### src/rtl/pkls_pkg.sv
// constants shared by the panel key and lamp scanner
package pkls_pkg;
    // system clock rate
    localparam int CLK_MHZ = 40;
    // key matrix shape
    localparam int KEY_COMMONS = 8;
    localparam int KEY_DATA = 8;
    // lamp matrix shape, per matrix
    localparam int LAMP_COMMONS = 4;
    localparam int LAMP_DATA = 4;
    // key common changeover cycle, 11.68 ms
    localparam int KEY_ROTATION_US = 11680;
    // lamp rotation 5.84 ms, each lamp lit 1.28 ms
    localparam int LAMP_ROTATION_US = 5840;
    localparam int LAMP_ON_US = 1280;
    // derived cycle counts
    localparam int KEY_SLOT_CYC = KEY_ROTATION_US * CLK_MHZ / KEY_COMMONS;
    localparam int LAMP_SLOT_CYC = LAMP_ROTATION_US * CLK_MHZ / LAMP_COMMONS;
    localparam int LAMP_ON_CYC = LAMP_ON_US * CLK_MHZ;
    // counter width able to hold the slot counts
    localparam int CNT_W = 17;
    // key common idle level and one-common select patterns
    localparam logic [7:0] KEY_COMMON_IDLE = 8'hff;
    localparam logic [7:0] KEY_COMMON_ONE = 8'h01;
    localparam logic [3:0] LAMP_COMMON_ONE = 4'h1;
endpackage

### src/rtl/pkls_lamp_if.sv
// shared lamp scan timing carried from the scanner to each lamp matrix
`timescale 1ns/1ps
interface pkls_lamp_if;
    logic [1:0] slot;
    logic lit;
    modport src (output slot, output lit);
    modport sink (input slot, input lit);
endinterface

### src/rtl/pkls_scanner.sv
// panel key matrix scanner and lamp matrix scanner with fault indicators
// Notes on behaviour
// - read 64 keys as eight commons by eight data lines, one byte each.
// - drive one key common low at a time; sample data only then.
// - whole key common rotation takes 11.68 ms.
// - report a key pressed only when held beyond one host cycle.
// - drive 32 lamps as two independent 4 x 4 matrices.
// - lamp lit only with its common high and data asserted.
// - step four lamp commons in order, 1.28 ms lit per 5.84 ms.
// - emergency indicator follows the emergency stop condition.
// - each link alarm lamp follows its link's communication error.
`timescale 1ns/1ps
module pkls_scanner #(
    parameter int KEY_SLOT_CYC = pkls_pkg::KEY_SLOT_CYC,
    parameter int LAMP_SLOT_CYC = pkls_pkg::LAMP_SLOT_CYC,
    parameter int LAMP_ON_CYC = pkls_pkg::LAMP_ON_CYC
) (
    // clock and reset
    input wire logic mclk,
    input wire logic reset,
    // key matrix pins, active low
    output logic [7:0] key_common_n,
    input wire logic [7:0] key_data_n,
    // key results towards the controller
    output logic [63:0] key_image,
    output logic [63:0] key_pressed,
    output logic key_image_valid,
    // lamp images, matrix a and b
    input wire logic [15:0] lamp_pattern_a,
    input wire logic [15:0] lamp_pattern_b,
    // lamp matrix pins, active high
    output logic [3:0] lamp_common_a,
    output logic [3:0] lamp_data_a,
    output logic [3:0] lamp_common_b,
    output logic [3:0] lamp_data_b,
    // fault conditions
    input wire logic emergency_stop_in,
    input wire logic [3:0] link_error,
    // fault indicators, active high
    output logic emergency_stop_indicator,
    output logic link_alarm_indicator_1,
    output logic link_alarm_indicator_2,
    output logic link_alarm_indicator_3,
    output logic link_alarm_indicator_4
);
    localparam int CW = pkls_pkg::CNT_W;

    logic [CW-1:0] key_cnt_reg;
    logic [CW-1:0] key_cnt_next;
    logic [2:0] key_slot_reg;
    logic [2:0] key_slot_next;
    logic [7:0] key_common_n_reg;
    logic [7:0] key_common_n_next;
    logic [63:0] shadow_reg;
    logic [63:0] shadow_next;
    logic [63:0] image_reg;
    logic [63:0] image_next;
    logic [63:0] pressed_reg;
    logic [63:0] pressed_next;
    logic valid_reg;
    logic valid_next;
    logic key_capture;
    logic [CW-1:0] lamp_cnt_reg;
    logic [CW-1:0] lamp_cnt_next;
    logic [1:0] lamp_slot_reg;
    logic [1:0] lamp_slot_next;
    logic [4:0] fault_reg;
    logic [4:0] fault_next;

    // capture on the last cycle of a slot while its common is still low
    assign key_capture = (key_cnt_reg == CW'(KEY_SLOT_CYC - 1));

    // key scan next state
    always_comb begin
        key_cnt_next = key_cnt_reg + 1'b1;
        key_slot_next = key_slot_reg;
        shadow_next = shadow_reg;
        image_next = image_reg;
        pressed_next = pressed_reg;
        valid_next = 1'b0;
        if (key_capture) begin
            key_cnt_next = '0;
            key_slot_next = key_slot_reg + 3'h1;
            // low data under the low common means pressed
            shadow_next[key_slot_reg * pkls_pkg::KEY_DATA +: pkls_pkg::KEY_DATA] =
                ~key_data_n;
            if (key_slot_reg == 3'(pkls_pkg::KEY_COMMONS - 1)) begin
                image_next = shadow_next;
                // on in two successive rotations before it counts
                pressed_next = shadow_next & image_reg;
                valid_next = 1'b1;
            end
        end
        key_common_n_next = ~(pkls_pkg::KEY_COMMON_ONE << key_slot_next);
    end

    // key scan registers
    always_ff @(posedge mclk or posedge reset) begin
        if (reset) begin
            key_cnt_reg <= '0;
            key_slot_reg <= 3'h0;
            key_common_n_reg <= pkls_pkg::KEY_COMMON_IDLE;
            shadow_reg <= '0;
            image_reg <= '0;
            pressed_reg <= '0;
            valid_reg <= 1'b0;
        end else begin
            key_cnt_reg <= key_cnt_next;
            key_slot_reg <= key_slot_next;
            key_common_n_reg <= key_common_n_next;
            shadow_reg <= shadow_next;
            image_reg <= image_next;
            pressed_reg <= pressed_next;
            valid_reg <= valid_next;
        end
    end

    assign key_common_n = key_common_n_reg;
    assign key_image = image_reg;
    assign key_pressed = pressed_reg;
    assign key_image_valid = valid_reg;

    // lamp scan next state
    always_comb begin
        lamp_cnt_next = lamp_cnt_reg + 1'b1;
        lamp_slot_next = lamp_slot_reg;
        if (lamp_cnt_reg == CW'(LAMP_SLOT_CYC - 1)) begin
            lamp_cnt_next = '0;
            lamp_slot_next = lamp_slot_reg + 2'h1;
        end
    end

    // lamp scan registers
    always_ff @(posedge mclk or posedge reset) begin
        if (reset) begin
            lamp_cnt_reg <= '0;
            lamp_slot_reg <= 2'h0;
        end else begin
            lamp_cnt_reg <= lamp_cnt_next;
            lamp_slot_reg <= lamp_slot_next;
        end
    end

    // shared timing to both lamp matrices
    pkls_lamp_if tick ();
    assign tick.slot = lamp_slot_reg;
    assign tick.lit = (lamp_cnt_reg < CW'(LAMP_ON_CYC));

    // two independent matrices
    pkls_lamp_matrix u_lamp_a (
        .mclk(mclk),
        .reset(reset),
        .tick(tick),
        .pattern(lamp_pattern_a),
        .lamp_common(lamp_common_a),
        .lamp_data(lamp_data_a)
    );
    pkls_lamp_matrix u_lamp_b (
        .mclk(mclk),
        .reset(reset),
        .tick(tick),
        .pattern(lamp_pattern_b),
        .lamp_common(lamp_common_b),
        .lamp_data(lamp_data_b)
    );

    // fault indicators follow their conditions
    always_comb begin
        fault_next = {link_error, emergency_stop_in};
    end

    always_ff @(posedge mclk or posedge reset) begin
        if (reset) begin
            fault_reg <= 5'h00;
        end else begin
            fault_reg <= fault_next;
        end
    end

    assign emergency_stop_indicator = fault_reg[0];
    assign link_alarm_indicator_1 = fault_reg[1];
    assign link_alarm_indicator_2 = fault_reg[2];
    assign link_alarm_indicator_3 = fault_reg[3];
    assign link_alarm_indicator_4 = fault_reg[4];

    // checks on the scan behaviour
    // commons are still idle on the first edge after release
    a_key_one_low: assert property (@(posedge mclk) disable iff (reset)
        !$past(reset) |-> $onehot(~key_common_n)) else $error("key commons not one low");
    a_key_sample_low: assert property (@(posedge mclk) disable iff (reset)
        key_capture |-> (key_common_n[key_slot_reg] == 1'b0))
        else $error("key sample without low common");
    a_key_slot_time: assert property (@(posedge mclk) disable iff (reset)
        $changed(key_common_n) && !$past(reset) &&
        $past(key_common_n) != pkls_pkg::KEY_COMMON_IDLE |-> $past(key_capture))
        else $error("key common changed mid slot");
    a_image_latch_end: assert property (@(posedge mclk) disable iff (reset)
        key_image_valid |-> $past(key_slot_reg) == 3'h7 && key_image[63:56] == ~$past(key_data_n))
        else $error("image not latched at rotation end");
    a_pressed_needs_two: assert property (@(posedge mclk) disable iff (reset)
        key_image_valid |-> key_pressed == (key_image & $past(key_image)))
        else $error("pressed key not in image");
    a_lamp_off_time: assert property (@(posedge mclk) disable iff (reset)
        (lamp_cnt_reg == CW'(LAMP_ON_CYC)) |=> (lamp_common_a == 4'h0))
        else $error("lamp lit past on time");
    a_lamp_on_start: assert property (@(posedge mclk) disable iff (reset)
        !reset && (lamp_cnt_reg == '0) |=> (lamp_common_a == (4'h1 << $past(lamp_slot_reg))))
        else $error("lamp common not selected at slot start");
    a_emg_follow: assert property (@(posedge mclk) disable iff (reset)
        !reset |=> emergency_stop_indicator == $past(emergency_stop_in))
        else $error("emergency indicator wrong");
    a_alarm_follow: assert property (@(posedge mclk) disable iff (reset)
        !reset |=> {link_alarm_indicator_4, link_alarm_indicator_3, link_alarm_indicator_2,
        link_alarm_indicator_1} == $past(link_error)) else $error("link alarm wrong");
    a_reset_idle: assert property (@(posedge mclk)
        $past(reset) |-> key_common_n == pkls_pkg::KEY_COMMON_IDLE && key_image == 64'h0)
        else $error("reset state wrong");
    c_rotation_done: cover property (@(posedge mclk) disable iff (reset) key_image_valid);
    c_key_pressed: cover property (@(posedge mclk) disable iff (reset) key_pressed != 64'h0);
    c_lamp_lit: cover property (@(posedge mclk) disable iff (reset) lamp_data_b != 4'h0);
endmodule

### src/rtl/pkls_lamp_matrix.sv
// one 4 x 4 lamp matrix driver with registered commons and data
`timescale 1ns/1ps
module pkls_lamp_matrix (
    // clock and reset
    input wire logic mclk,
    input wire logic reset,
    // shared scan timing
    pkls_lamp_if.sink tick,
    // lamp image, bit common*4 + data
    input wire logic [15:0] pattern,
    // matrix pins, active high
    output logic [3:0] lamp_common,
    output logic [3:0] lamp_data
);
    logic [3:0] common_reg;
    logic [3:0] common_next;
    logic [3:0] data_reg;
    logic [3:0] data_next;

    // select one common while lit, data only alongside it
    always_comb begin
        common_next = 4'h0;
        data_next = 4'h0;
        if (tick.lit) begin
            common_next = pkls_pkg::LAMP_COMMON_ONE << tick.slot;
            data_next = pattern[tick.slot * pkls_pkg::LAMP_DATA +: pkls_pkg::LAMP_DATA];
        end
    end

    // registers, dark from reset
    always_ff @(posedge mclk or posedge reset) begin
        if (reset) begin
            common_reg <= 4'h0;
            data_reg <= 4'h0;
        end else begin
            common_reg <= common_next;
            data_reg <= data_next;
        end
    end

    assign lamp_common = common_reg;
    assign lamp_data = data_reg;

    // checks on the lamp pins
    a_lamp_dark_off: assert property (@(posedge mclk) disable iff (reset)
        (lamp_common == 4'h0) |-> (lamp_data == 4'h0)) else $error("lamp data without common");
    a_lamp_one_common: assert property (@(posedge mclk) disable iff (reset)
        $onehot0(lamp_common)) else $error("more than one lamp common high");
endmodule

### config.mk
export PLATFORM = sky130hd
export DESIGN_NAME = pkls_scanner
export DESIGN_NICKNAME = d
export VERILOG_FILES = /design/src/rtl/pkls_pkg.sv /design/src/rtl/pkls_lamp_if.sv /design/src/rtl/pkls_scanner.sv /design/src/rtl/pkls_lamp_matrix.sv
export SDC_FILE = /design/constraint.sdc
export NUM_CORES = 1
export LEC_CHECK = 0
export ABC_AREA = 1
export BUFFER_PORTS_ARGS = -buffer_cell sky130_fd_sc_hd__buf_4
export CAP_MARGIN = 5
export CORE_ASPECT_RATIO = 0.5
export CORE_MARGIN = 4
export CORE_UTILIZATION = 61
export DETAILED_ROUTE_END_ITERATION = 6
export PLACE_DENSITY = 0.94
export SYNTH_ARGS = -nofsm -noshare
export SYNTH_HDL_FRONTEND = slang
export SYNTH_SLANG_ARGS = --single-unit
### constraint.sdc
create_clock -name mclk -period 13.3 [get_ports mclk]
set_clock_uncertainty 0.15 [all_clocks]
set_input_delay 0.665 -clock mclk [delete_from_list [all_inputs] [get_ports mclk]]
set_output_delay 0.665 -clock mclk [all_outputs]
set_load 0.05 [all_outputs]
==> impl_metrics.sql <==
INSERT INTO impl_metrics (metric_group, metric, value, unit) VALUES
('run_status', 'outcome', 'finished, final reports clean', ''),
('clocking', 'tritoncts', 'done', ''),
('finish', 'layout-area-overhead-vs-synth', '20.1', '%'),
('pwr', 'power.static_leakage', '7.24', 'nW'),
('clocking', 'post_cts_resized', '0', ''),
('finish', 'num_antenna_cells', '0', ''),
('floorplanning', 'number_of_ports_placed_on_the_die_boundary', '205', ''),
('global_route', 'first_pass_grt_wire_length', '53300', 'um'),
('worst_setup_path', 'reg2reg_from', 'key_slot_reg[0]$_DFF_PP0_', ''),
('synth', 'synth-async-reset-ratio', '100', '%'),
('global_route', 'global_route.usage.total', '29.9', '%'),
('worst_setup_path', 'cp_cell_sequence', 'clkinv_1 > ha_1 > ha_1 > inv_2 > nor3_2 > o21ai_0 > inv_1 > o21ai_0', ''),
('clocking', 'clock_latency', '0.51', 'ns'),
('sta', 'slew-limit-headroom', '25.7', '%'),
('clocking', 'cts-htree-levels', '1', ''),
('worst_setup_path', 'critPathKind', 'flop to flop', ''),
('floorplanning', 'die_w', '204', 'um'),
('clocking', 'cts-root-to-sink-buffers', '3', ''),
('sta', 'grt_setup_unrepaired', 'false', ''),
('worst_setup_path', 'crit_path_start', 'key_slot_reg[0]$_DFF_PP0_', ''),
('clocking', 'clock-sinks', '257', ''),
('worst_setup_path', 'critPathSlowestCell', 'ha_1', ''),
('pwr', 'post-layout-total-power', '0.00152', 'W'),
('worst_setup_path', 'worst_reg2reg_path_length_in_cells', '8', ''),
('synth', 'synth_enable_flop_cells', '0', ''),
('finish', 'drive_gt1_share', '16.4', '%'),
('pwr', 'vdd_ir_drop_max', '0.0883', 'mV'),
('sta', 'tightest_slew', '1.12', 'ns'),
('floorplanning', 'initial_core_util', '63.0', '%'),
('global_route', 'grt_start_max_net_pins', '115', ''),
('sta', 'timing.final.setup_violations', '0', ''),
('clocking', 'cts-root-buf', 'clkbuf_16', ''),
('worst_setup_path', 'crit_path_max_fanout', '38', ''),
('sta', 'layout_worst_path_cycle_share', '28.4', '%'),
('drt', 'drt_pass1_iterations', '5', ''),
('drt', 'route.detailed.vias_per_inst', '5.64', ''),
('worst_hold_path', 'worstHoldPathType', 'input port to flop', ''),
('drt', 'final_antenna_net_count', '0', ''),
('drt', 'drt_wl_total', '32300', 'um'),
('synth', 'yosysSeqAreaShare', '54.9', '%'),
('run', 'timing.max_cap.violations', '0', ''),
('clocking', 'cts_setup_buffers', '0', ''),
('finish', 'layout.filler_cells', '1259', ''),
('floorplanning', 'core.rowCount', '35', ''),
('sta', 'hold_violations', '0', ''),
('synth', 'postSynth.topFlopCell', 'dfrtp_1', ''),
('place', 'gp_congestion', '0.922', ''),
('sta', 'final-max-slew-violation-count', '0', ''),
('worst_setup_path', 'startpoint_type', 'flop', ''),
('synth', 'yosys_warnings', '0', ''),
('clocking', 'cts_inserted_buffers', '23', ''),
('global_route', 'first_global_vias', '10700', ''),
('global_route', 'grt_antenna_before_repair', '1', ''),
('global_route', 'overflow', '0', ''),
('synth', 'avg_inst_size_synth', '8.01', 'sq um'),
('worst_hold_path', 'worst_hold_startpoint', 'emergency_stop_in', ''),
('synth', 'ys_ff_latch', '257', ''),
('place', 'place_area', '13300', 'sq um'),
('worst_setup_path', 'worst_ep_arrival_time', '3.97', 'ns'),
('worst_setup_path', 'worst_ep_required_time', '13.50', 'ns'),
('worst_hold_path', 'hold_path_depth', '1', ''),
('drt', 'route.detailed.wl_per_inst', '16.9', 'um'),
('drt', 'drtIter0Drc', '1101', ''),
('floorplanning', 'die-height', '106', 'um'),
('floorplanning', 'core_region_area', '18600', 'sq um'),
('worst_setup_path', 'cp-end-kind', 'flop', ''),
('pwr', 'p_per_area', '108', 'nW/um^2'),
('sta', 'period_minus_ws_final', '3.78', 'ns'),
('sta', 'setup_total_negative_slack', '0', 'ns'),
('sta', 'clock.fmax', '265', 'MHz'),
('drt', 'routed-via-count', '10800', ''),
('finish', 'post_route_cell_area', '14100', 'sq um'),
('worst_setup_path', 'critical_path.max_stage_delay', '1.03', 'ns'),
('clocking', 'clkSlewWorstSetupHoldPaths', '0.07', 'ns'),
('drt', 'detail_route.drc_violations', '0', ''),
('synth', 'synthesis.instances', '1465', ''),
('finish', 'nets', '1699', ''),
('place', 'port-buffer-count', '204', ''),
('synth', 'mappedNetlistNets', '1523', ''),
('finish', 'layout.core_utilization', '75.7', '%'),
('synth', 'yosys.cell_types.count', '32', ''),
('place', 'dp_hpwl', '22300', 'um'),
('clocking', 'cts_hold_repair.buffers', '0', ''),
('floorplanning', 'floorplan.die_area', '21600', 'sq um'),
('synth', 'syn_area', '11700', 'sq um');
## synthesized netlist by cell type (7+ instances only)
cell        n  area (sq um)
ha_1       11           138
o21ai_1    13          65.1
nor2_1     98           368
buf_2      31           155
nand4_1    41           257
o22ai_1     8          50.1
inv_1     108           405
nand3_1   109           546
inv_2       7          26.3
nor3_1     17          85.1
a21boi_0    7          52.6
o21ai_0    73           365
dfstp_2     8           210
dfrtp_1   249          6230
clkbuf_1    7          26.3
buf_1       7          26.3
xor2_1     14           123
nand2_1   620          2330
buf_4      11          82.6
## cell usage in the layout (no fill, tap or decap), drive strengths merged
cell / count
nand2: 624
ha: 11
dfrtp: 249
nand3: 110
o22ai: 8
clkinv: 7
o21ai: 86
buf: 209
bufinv: 3
dfstp: 8
o21bai: 1
xnor2: 1
a21boi: 7
nand3b: 1
clkbuf: 34
inv: 115
clkinvlp: 2
a21oi: 5
nor3: 18
nor2: 103
nand4: 41
xor2: 14
## through the flow
step	hold WS, ns	setup slack (ns)	cells
6_report	0.112	9.52	1916
5_1_grt	0.103	9.29	1916
4_1_cts	0.0985	9.67	1916
3_5_place_dp	0.302	9.71	1875
3_3_place_gp	0.290	9.96	1875
2_1_floorplan	0.279	5.43	1465
## kinds of logic (layout without fill, tap and decap cells)
logic type               after synthesis  after routing  synth area share (%)
buffers and inverters                178            370                  6.51
AND/OR/NAND/NOR                      897            897                  31.4
adder cells (fa/ha/maj)               11             11                  1.17
XOR/XNOR                              15             15                  1.12
AO/OA/AOI/OAI                        107            107                  4.85
flip-flops                           257            257                  54.9
## where the power goes
group	total (W)	internal [W]	switching, W
combinational	0.0000461	0.0000136	0.0000325
sequential	0.000784	0.000783	0.000000627
clock	0.000686	0.000401	0.000285
total	0.00152	0.00120	0.000318
## worst max-delay path, delay by kind of cell, from the launching register on
family	cells	cell delay [ns]
simple gates	1	0.59
compound gates	2	0.34
fa+ha+maj	2	1.35
flops	1	0.50
buf+inv	3	0.69
## routing by layer
metal / routed length [um] / vias to the layer above / GRT usage (%)
met3: 2860 / 128 / 5.58
met5: 47 / - / 0
li1: - / 4969 / -
met1: 13100 / 5085 / 40.5
met4: 1210 / 2 / 9.56
met2: 15100 / 613 / 49.5
## path summary, 6_finish.rpt
| check | to | slack (ns) |
|---|---|---|
| max reg2reg | key_image[31]$_DFFE_PP0P_ | 9.52 |
| max in group asynchronous | fault_reg[1]$_DFF_PP0_ | 11.38 |
| min in group asynchronous | key_image[46]$_DFFE_PP0P_ | 0.14 |
| min reg2reg | lamp_cnt_reg[0]$_DFF_PP0_ | 0.31 |
| min | fault_reg[0]$_DFF_PP0_ | 0.11 |
| max | key_image[31]$_DFFE_PP0P_ | 9.52 |
## area by class of cell
cell class              count  area (sq um)  area share [%]
flip-flops and latches    257          6440            45.7
clock inverters             7           115           0.817
repair buffers            209          1570            11.1
multi-input cells        1030          4520            32.1
clock buffers              34           657            4.66
well taps                 259           324            2.30
inverters                 120           458            3.25
(Power assumes the default switching activity.)
